--- src/hdl/hri_regs.vh ---
// constants for the host-side register interface controller
`ifndef HRI_REGS_VH
`define HRI_REGS_VH
`define HRI_CLK_NS 40
`define HRI_T_SETUP_NS 10
`define HRI_T_OE_NS 30
`define HRI_T_DVALID_NS 10
`define HRI_T_SEL_NS 10
`define HRI_T_GAP_NS 40
`define HRI_T_SCK_HI_NS 32
`define HRI_T_SCK_LO_NS 10
`define HRI_T_SCK_PER_NS 80
`define HRI_CYC_UP(t) (((t) + `HRI_CLK_NS - 1) / `HRI_CLK_NS)
`define HRI_SETUP_CYC `HRI_CYC_UP(`HRI_T_SETUP_NS)
`define HRI_OE_CYC `HRI_CYC_UP(`HRI_T_OE_NS + `HRI_T_DVALID_NS)
`define HRI_SEL_CYC `HRI_CYC_UP(`HRI_T_SEL_NS)
`define HRI_GAP_CYC `HRI_CYC_UP(`HRI_T_GAP_NS)
`define HRI_SCK_HI_CYC `HRI_CYC_UP(`HRI_T_SCK_HI_NS)
`define HRI_SCK_LO_CYC 2
`define HRI_SYNC_CYC 2
`define HRI_FRAME_BITS 15
`define HRI_RW_READ 1'b1
`define HRI_RW_WRITE 1'b0
`define HRI_PORT_A 1'b0
`define HRI_PORT_B 1'b1
`endif

--- src/hdl/hri_host.v ---
// host controller driving the device's parallel and serial register ports
`include "hri_regs.vh"
module hri_host (
  input wire i_clk,
  input wire i_rst,
  input wire i_req,
  input wire i_mode_serial,
  input wire i_port,
  input wire i_rw,
  input wire i_keep,
  input wire [4:0] i_addr,
  input wire [7:0] i_wdata,
  output wire o_busy,
  output reg o_done,
  output reg [7:0] o_rdata,
  output reg o_rpar_ok,
  output reg o_ack_ok,
  output reg o_chip_enable_n,
  output reg o_out_enable_n,
  output reg o_write_enable_n,
  output reg [4:0] o_addr,
  output reg [7:0] o_data_out,
  output reg o_data_oe,
  input wire [7:0] i_data_in,
  output reg o_parity_pin_out,
  output reg o_parity_pin_oe,
  input wire i_parity_pin_in,
  input wire i_ack_n,
  output reg o_port_select_a_n,
  output reg o_port_select_b_n,
  output reg o_frame_select_a_n,
  output reg o_frame_select_b_n,
  output reg o_serial_clock_a,
  output reg o_serial_clock_b,
  output reg o_mosi_a,
  output reg o_mosi_b,
  input wire i_miso_a,
  input wire i_miso_b
);
  localparam S_IDLE = 4'h0;
  localparam S_PSET = 4'h1;
  localparam S_POE = 4'h2;
  localparam S_PWE = 4'h3;
  localparam S_SSEL = 4'h4;
  localparam S_SLO = 4'h5;
  localparam S_SHI = 4'h6;
  localparam S_SEND = 4'h7;
  localparam S_GAP = 4'h8;
  localparam S_PEND = 4'h9;

  reg [3:0] st_q;
  reg [3:0] cnt_q;
  reg [3:0] bit_q;
  reg [14:0] sh_q;
  reg [7:0] rx_q;
  reg port_q;
  reg [1:0] ack_s;
  reg [1:0] miso_a_s;
  reg [1:0] miso_b_s;
  reg [5:0] hdr_q;
  reg [8:0] din_s0, din_s1;
  reg held_q;
  wire ack_sync = ack_s[1];
  // each pin synchronised before the port mux reads it
  wire miso_sync = (port_q == `HRI_PORT_B) ? miso_b_s[1] : miso_a_s[1];
  wire frame_par = ^{i_rw, i_addr, i_wdata};
  wire par_par = ^{i_addr, i_wdata};

  assign o_busy = (st_q != S_IDLE) && (st_q != S_PEND);

  // every pin input passes two flops before use
  always @(posedge i_clk or posedge i_rst) begin
    if (i_rst) begin
      ack_s <= 2'h3;
      miso_a_s <= 2'h0;
      miso_b_s <= 2'h0;
      din_s0 <= 9'h000;
      din_s1 <= 9'h000;
    end else begin
      ack_s <= {ack_s[0], i_ack_n};
      miso_a_s <= {miso_a_s[0], i_miso_a};
      miso_b_s <= {miso_b_s[0], i_miso_b};
      din_s0 <= {i_parity_pin_in, i_data_in};
      din_s1 <= din_s0;
    end
  end

  always @(posedge i_clk or posedge i_rst) begin
    if (i_rst) begin
      st_q <= S_IDLE;
      cnt_q <= 4'h0;
      bit_q <= 4'h0;
      sh_q <= 15'h0000;
      rx_q <= 8'h00;
      hdr_q <= 6'h00;
      port_q <= 1'b0;
      held_q <= 1'b0;
      o_done <= 1'b0;
      o_rdata <= 8'h00;
      o_rpar_ok <= 1'b0;
      o_ack_ok <= 1'b0;
      o_chip_enable_n <= 1'b1;
      o_out_enable_n <= 1'b1;
      o_write_enable_n <= 1'b1;
      o_addr <= 5'h00;
      o_data_out <= 8'h00;
      o_data_oe <= 1'b0;
      o_parity_pin_out <= 1'b0;
      o_parity_pin_oe <= 1'b0;
      o_port_select_a_n <= 1'b1;
      o_port_select_b_n <= 1'b1;
      o_frame_select_a_n <= 1'b1;
      o_frame_select_b_n <= 1'b1;
      o_serial_clock_a <= 1'b0;
      o_serial_clock_b <= 1'b0;
      o_mosi_a <= 1'b0;
      o_mosi_b <= 1'b0;
    end else begin
      o_done <= 1'b0;
      case (st_q)
        S_IDLE, S_PEND: begin
          if (i_req && !i_mode_serial) begin
            // chip enable low, address and strobes set in one step
            o_port_select_a_n <= 1'b1;
            o_port_select_b_n <= 1'b1;
            o_chip_enable_n <= 1'b0;
            o_write_enable_n <= 1'b1;
            o_out_enable_n <= 1'b1;
            o_addr <= i_addr;
            o_data_out <= i_wdata;
            o_data_oe <= (i_rw == `HRI_RW_WRITE);
            o_parity_pin_out <= par_par;
            o_parity_pin_oe <= (i_rw == `HRI_RW_WRITE);
            sh_q[14] <= i_rw;
            cnt_q <= 4'h0;
            st_q <= S_PSET;
          end else if (i_req && i_mode_serial) begin
            port_q <= i_port;
            // only the target port select low; select change aborts others
            o_port_select_a_n <= (i_port != `HRI_PORT_A);
            o_port_select_b_n <= (i_port != `HRI_PORT_B);
            o_chip_enable_n <= 1'b1;
            sh_q <= {i_rw, i_addr, i_wdata, frame_par};
            hdr_q <= {i_rw, i_addr};
            bit_q <= 4'h0;
            cnt_q <= 4'h0;
            // already selected from a back-to-back frame skips the select wait
            st_q <= (st_q == S_PEND && held_q && port_q == i_port) ? S_GAP : S_SSEL;
          end else if (st_q == S_PEND && !i_keep) begin
            o_chip_enable_n <= 1'b1;
            o_port_select_a_n <= 1'b1;
            o_port_select_b_n <= 1'b1;
            held_q <= 1'b0;
            st_q <= S_IDLE;
          end
        end
        S_PSET: begin
          // address setup before the strobe
          cnt_q <= cnt_q + 4'h1;
          if (sh_q[14] == `HRI_RW_READ && cnt_q + 4'h1 >= `HRI_SETUP_CYC) begin
            cnt_q <= 4'h0;
            o_out_enable_n <= 1'b0;
            st_q <= S_POE;
          end else if (sh_q[14] != `HRI_RW_READ && cnt_q + 4'h1 >= `HRI_SETUP_CYC + `HRI_SYNC_CYC) begin
            // accept needs two sync cycles, else it shows the old lines
            cnt_q <= 4'h0;
            // write strobe only when accept shows good parity
            o_ack_ok <= !ack_sync;
            if (!ack_sync) o_write_enable_n <= 1'b0;
            st_q <= S_PWE;
          end
        end
        S_POE: begin
          // oe low long enough, plus sync delay, before capture
          cnt_q <= cnt_q + 4'h1;
          if (cnt_q >= `HRI_OE_CYC + 1) begin
            o_rdata <= din_s1[7:0];
            o_rpar_ok <= ~^{o_addr, din_s1};
            o_out_enable_n <= 1'b1;
            o_done <= 1'b1;
            held_q <= 1'b1;
            st_q <= S_PEND;
          end
        end
        S_PWE: begin
          cnt_q <= cnt_q + 4'h1;
          if (cnt_q >= 4'h1) begin
            o_write_enable_n <= 1'b1;
            o_data_oe <= 1'b0;
            o_parity_pin_oe <= 1'b0;
            o_done <= 1'b1;
            held_q <= 1'b1;
            st_q <= S_PEND;
          end
        end
        S_SSEL, S_GAP: begin
          // select-to-frame and inter-frame gaps
          cnt_q <= cnt_q + 4'h1;
          if (cnt_q + 4'h1 >= ((st_q == S_GAP) ? `HRI_GAP_CYC : `HRI_SEL_CYC)) begin
            cnt_q <= 4'h0;
            o_frame_select_a_n <= (port_q != `HRI_PORT_A);
            o_frame_select_b_n <= (port_q != `HRI_PORT_B);
            st_q <= S_SLO;
          end
        end
        S_SLO: begin
          // data set a full cycle before the rise for setup, msb first
          o_mosi_a <= sh_q[14];
          o_mosi_b <= sh_q[14];
          cnt_q <= cnt_q + 4'h1;
          if (cnt_q + 4'h1 >= `HRI_SCK_LO_CYC) begin
            cnt_q <= 4'h0;
            // rising edge: device captures input, host samples output
            o_serial_clock_a <= (port_q == `HRI_PORT_A);
            o_serial_clock_b <= (port_q == `HRI_PORT_B);
            st_q <= S_SHI;
          end
        end
        S_SHI: begin
          // high phase held two cycles (80ns), so with the two-cycle low phase the period is 160ns
          cnt_q <= cnt_q + 4'h1;
          if (cnt_q == 4'h0) begin
            if (bit_q >= 4'h6 && bit_q <= 4'hD) rx_q <= {rx_q[6:0], miso_sync};
            if (bit_q == 4'hE) o_rpar_ok <= ~^{hdr_q, rx_q, miso_sync};
          end
          if (cnt_q + 4'h1 >= `HRI_SCK_HI_CYC + 4'h1) begin
            cnt_q <= 4'h0;
            o_serial_clock_a <= 1'b0;
            o_serial_clock_b <= 1'b0;
            sh_q <= {sh_q[13:0], 1'b0};
            bit_q <= bit_q + 4'h1;
            // exactly fifteen clocks per frame
            st_q <= (bit_q == `HRI_FRAME_BITS - 1) ? S_SEND : S_SLO;
          end
        end
        S_SEND: begin
          // wait for miso to cross, then close frame and read accept
          cnt_q <= cnt_q + 4'h1;
          if (cnt_q == 4'h3) begin
            o_frame_select_a_n <= 1'b1;
            o_frame_select_b_n <= 1'b1;
          end
          if (cnt_q == 4'h6) begin
            o_rdata <= rx_q;
            // write result only meaningful for writes; bad parity leaves reg
            o_ack_ok <= !ack_sync;
            o_done <= 1'b1;
            held_q <= 1'b1;
            cnt_q <= 4'h0;
            st_q <= S_PEND;
          end
        end
        default: st_q <= S_IDLE;
      endcase
    end
  end
endmodule

--- config.mk ---
export PLATFORM = sky130hd
export DESIGN_NAME = hri_host
export DESIGN_NICKNAME = d
export VERILOG_FILES = /design/src/hdl/hri_host.v
export VERILOG_INCLUDE_DIRS = /design/src /design/src/hdl
export SDC_FILE = /design/constraint.sdc
export NUM_CORES = 1
export LEC_CHECK = 0
export BUFFER_PORTS_ARGS = -buffer_cell sky130_fd_sc_hd__buf_2
export CAP_MARGIN = 40
export CORE_MARGIN = 2
export CORE_UTILIZATION = 50
export DETAILED_ROUTE_END_ITERATION = 16
export PLACE_DENSITY = 0.79
export SYNTH_ARGS = -nofsm -noshare
export SYNTH_HDL_FRONTEND = slang
export SYNTH_SLANG_ARGS = --single-unit
--- constraint.sdc ---
create_clock -name i_clk -period 3.7 [get_ports i_clk]
set_input_delay 0.37 -clock i_clk [delete_from_list [all_inputs] [get_ports i_clk]]
set_output_delay 0.37 -clock i_clk [all_outputs]
set_load 0.05 [all_outputs]
==> impl_metrics.yaml <==
run_status:
  run_status: "complete, no violations"
critical_path:
  crit_buf_inv: 0
  path_class: "reg2reg"
  cp_slowest_stage_delay_ns: 0.77
  crit_chain: "and2_1, o21a_1, nand3_1, nand2_1, mux2_2"
  arrival_ns: 3.07
  crit_required_ns: 3.97
  end_kind: "flop"
  critical_path.top_delay_family: "simple AND/OR/NAND/NOR gates"
  startpoint_type: "flop"
  slowest_stage: "dfrtp_1"
  path_max_fanout: 19
global_routing:
  grt_max_degree: 55
  grt-ovfl-total: 0
  antenna_found_initial: 0
  grt_pass1_wl_mm: 17.8
  track_usage_pct: 20.5
  grt_pass1_vias: 3573
clocking:
  cts_tree: "built"
  clockRootBuffer: "clkbuf_8"
  cts_max_path_buffers: 2
  htreeDepth: 3
  cts.sinks: 103
  cts_buffers: 9
  clock_latency_ns: 0.38
  clk_pin_slew_ns: 0.10
  postCtsResizedCells: 0
drt:
  vias_per_cell: 5.33
  remaining_drc_errors: 0
  dr_total_vias: 3479
  wl_per_cell_um: 16.2
  wl_mm: 10.6
  drt_pass1_iterations: 4
  drtIter0Drc: 207
  postRouteAntennaNets: 0
floorplanning:
  die_area_um2: 11100
  core.rowCount: 36
  core-area_um2: 9860
  die_h_um: 105
  initial_utilization_pct: 51.8
  io_pins: 71
  die_w_um: 105
sta:
  fin_crit_ns: 2.80
  drv_slew: 0
  rsz0062_at_grt: "false"
  setup_viol: 0
  hold_viol: 0
  max_freq_mhz: 357
  post-route-period-util_pct: 75.7
  totalNegativeSetupSlack_ns: 0
  slew_headroom_pct: 49.9
  skew_ns: 0.00839
  tightest_slew_ns: 0.750
  timing.final.ws_setup_ns: 0.900
place:
  place_ws_ns: 0.921
  io_buffer_count: 70
  routabilityCongestion: 0.886
  dp_hpwl_mm: 7.68
power:
  pwr-share-clk_pct: 14.0
  p_int_mw: 2.80
  share_seq_of_total_power_pct: 36.8
  worst_ir_drop_vdd_v: 0.000728
  swShare_pct: 45.3
  power.switching_mw: 2.32
  power-per-cell-area_nw_per_um2: 881
  power_frac_comb_pct: 49.2
  p_leak_nw: 2.68
logic_synthesis:
  synth_cell_types: 67
  syn_area_um2: 5110
  yosysWarnings: 0
  synth_edf_count: 0
  synth_seq_cells: 103
  synth_cells: 448
  syn_area_per_cell_um2: 11.4
  synth_ff_type: "dfrtp_1"
  synth_seq_area_share_pct: 50.6
  async_reset_ff_share_pct: 100
  synthesis.nets: 492
worst_hold_path:
  hold_class: "in2reg"
flow_run:
  maxCapViolCount: 0
layout:
  antennaDiodeCount: 0
  nNetsFinal: 559
  synthToLayoutAreaGrowth_pct: 13.6
  multi_input_area_um2: 2380
  final_common_cell: "dfrtp_1"
  layout-drive-gt1-share_pct: 28.1
  layout_common_cells: "dfrtp_1, buf_2, nand2_1"
  regArea_um2: 2590
  nFillCells: 821
==> kinds of logic after synthesis <==
group	count (synthesis)	synth area share, %
xor+xnor	40	7.68
buf+inv	35	3.16
mux	65	14.0
simple gates	120	11.6
flops	103	50.6
compound gates	73	9.93
fa+ha+maj	12	2.94
==> Yosys cell counts, drive strengths merged, types with 2 or more instances <==
| library cell | count | area, um^2 |
|---|---|---|
| dfrtp | 94 | 2350 |
| mux2 | 53 | 597 |
| nand2 | 40 | 150 |
| xnor2 | 33 | 289 |
| nor2 | 31 | 116 |
| o21ai | 24 | 120 |
| a21oi | 21 | 105 |
| buf | 14 | 82.6 |
| inv | 14 | 52.6 |
| ha | 12 | 150 |
| mux2i | 12 | 120 |
| nand3 | 11 | 55.1 |
| dfstp | 9 | 236 |
| clkbuf | 7 | 26.3 |
| nor2b | 6 | 40.0 |
| and3 | 4 | 30.0 |
| nor3 | 4 | 20.0 |
| or2 | 4 | 27.5 |
| xor2 | 4 | 35.0 |
| and2 | 3 | 18.8 |
| nand2b | 3 | 18.8 |
| o21a | 3 | 22.5 |
| o31ai | 3 | 27.5 |
| a21o | 2 | 15.0 |
| a22o | 2 | 17.5 |
| a311oi | 2 | 41.3 |
| nor4 | 2 | 12.5 |
| nor4b | 2 | 23.8 |
| o211ai | 2 | 20.0 |
| o311ai | 2 | 17.5 |
| or3 | 2 | 12.5 |
| xnor3 | 2 | 45.0 |
==> timing repair <==
item | CTS | global route
buffers inserted | 0 | 0
hold buffers | 1 | 0
endpoints found under the setup margin | 0 | 0
endpoints found under the hold margin | 24 | 0
==> worst register-to-register path: cells and delay by family, from the launching register on <==
family,cells,cell delay [ns]
AND/OR/NAND/NOR,3,1.28
multiplexers,1,0.40
flip-flops,1,0.77
AO/OA/AOI/OAI,1,0.23
==> layer usage <==
layer / routed length [um] / track usage, % / part of all wire, % / up-vias
li1: - / - / - / 1681
met1: 4700 / 26.0 / 44 / 1704
met5: 0 / 0 / 0 / -
met2: 5190 / 34.6 / 49 / 82
met3: 511 / 4.68 / 4.8 / 12
met4: 165 / 7.24 / 1.6 / 0
==> through the flow <==
stage	util, %	cells	hold WS, ns	power, mW	instance area (um^2)
final	58.9	653	0.0928	5.12	5810
after global routing	58.9	653	0.0688	5.44	5810
after CTS	58.9	653	0.0820	5.15	5810
after detailed placement	56.8	636	0.336	4.42	5600
after global placement	56.5	635	0.333	4.34	5580
after floorplan	-	448	0.331	3.84	5110
==> area by class of cell <==
class	count	share of cell area (%)
well taps	133	2.86
repair buffers	77	7.32
multi-input cells	310	40.9
inverters	14	0.948
clock buffers	11	2.26
clock inverters	5	1.10
flip-flops and latches	103	44.6
==> state kept, by name, indices dropped and copies added (netlist names), 2 cells and up <==
| signal | cells |
|---|---|
| o_addr | 5 |
| din_s1 | 9 |
| sh_q | 15 |
| ack_s | 2 |
| miso_a_s | 2 |
| st_q | 4 |
| rx_q | 8 |
| bit_q | 4 |
| din_s0 | 9 |
| cnt_q | 4 |
| o_data_out | 8 |
| hdr_q | 6 |
| o_rdata | 8 |
| miso_b_s | 2 |
==> final timing paths <==
check	startpoint	endpoint	slack, ns	depth (start not counted)
setup / recovery	st_q[3]$_DFFE_PP0P_	sh_q[11]$_DFFE_PP0P_	0.90	5
hold / removal	i_data_in[1]	din_s0[1]$_DFF_PP0_	0.09	1
setup reg to reg	st_q[3]$_DFFE_PP0P_	sh_q[11]$_DFFE_PP0P_	0.90	5
hold reg to reg	din_s0[8]$_DFF_PP0_	din_s1[8]$_DFF_PP0_	0.35	0
max in group asynchronous	i_rst	ack_s[1]$_DFF_PP1_	2.32	5
min in group asynchronous	i_rst	din_s0[4]$_DFF_PP0_	0.51	3
==> power by group through the flow <==
| stage | combinational, mW | sequential [mW] | clock [mW] |
|---|---|---|---|
| 4_1_cts | 2.54 | 1.88 | 0.736 |
| 2_1_floorplan | 1.43 | 2.41 | 0 |
| 5_1_grt | 2.71 | 1.94 | 0.782 |
| 3_3_place_gp | 2.47 | 1.87 | 0 |
| 6_report | 2.52 | 1.88 | 0.719 |
| 3_5_place_dp | 2.52 | 1.90 | 0 |
Note: power is estimated with default switching activity, not from simulation.
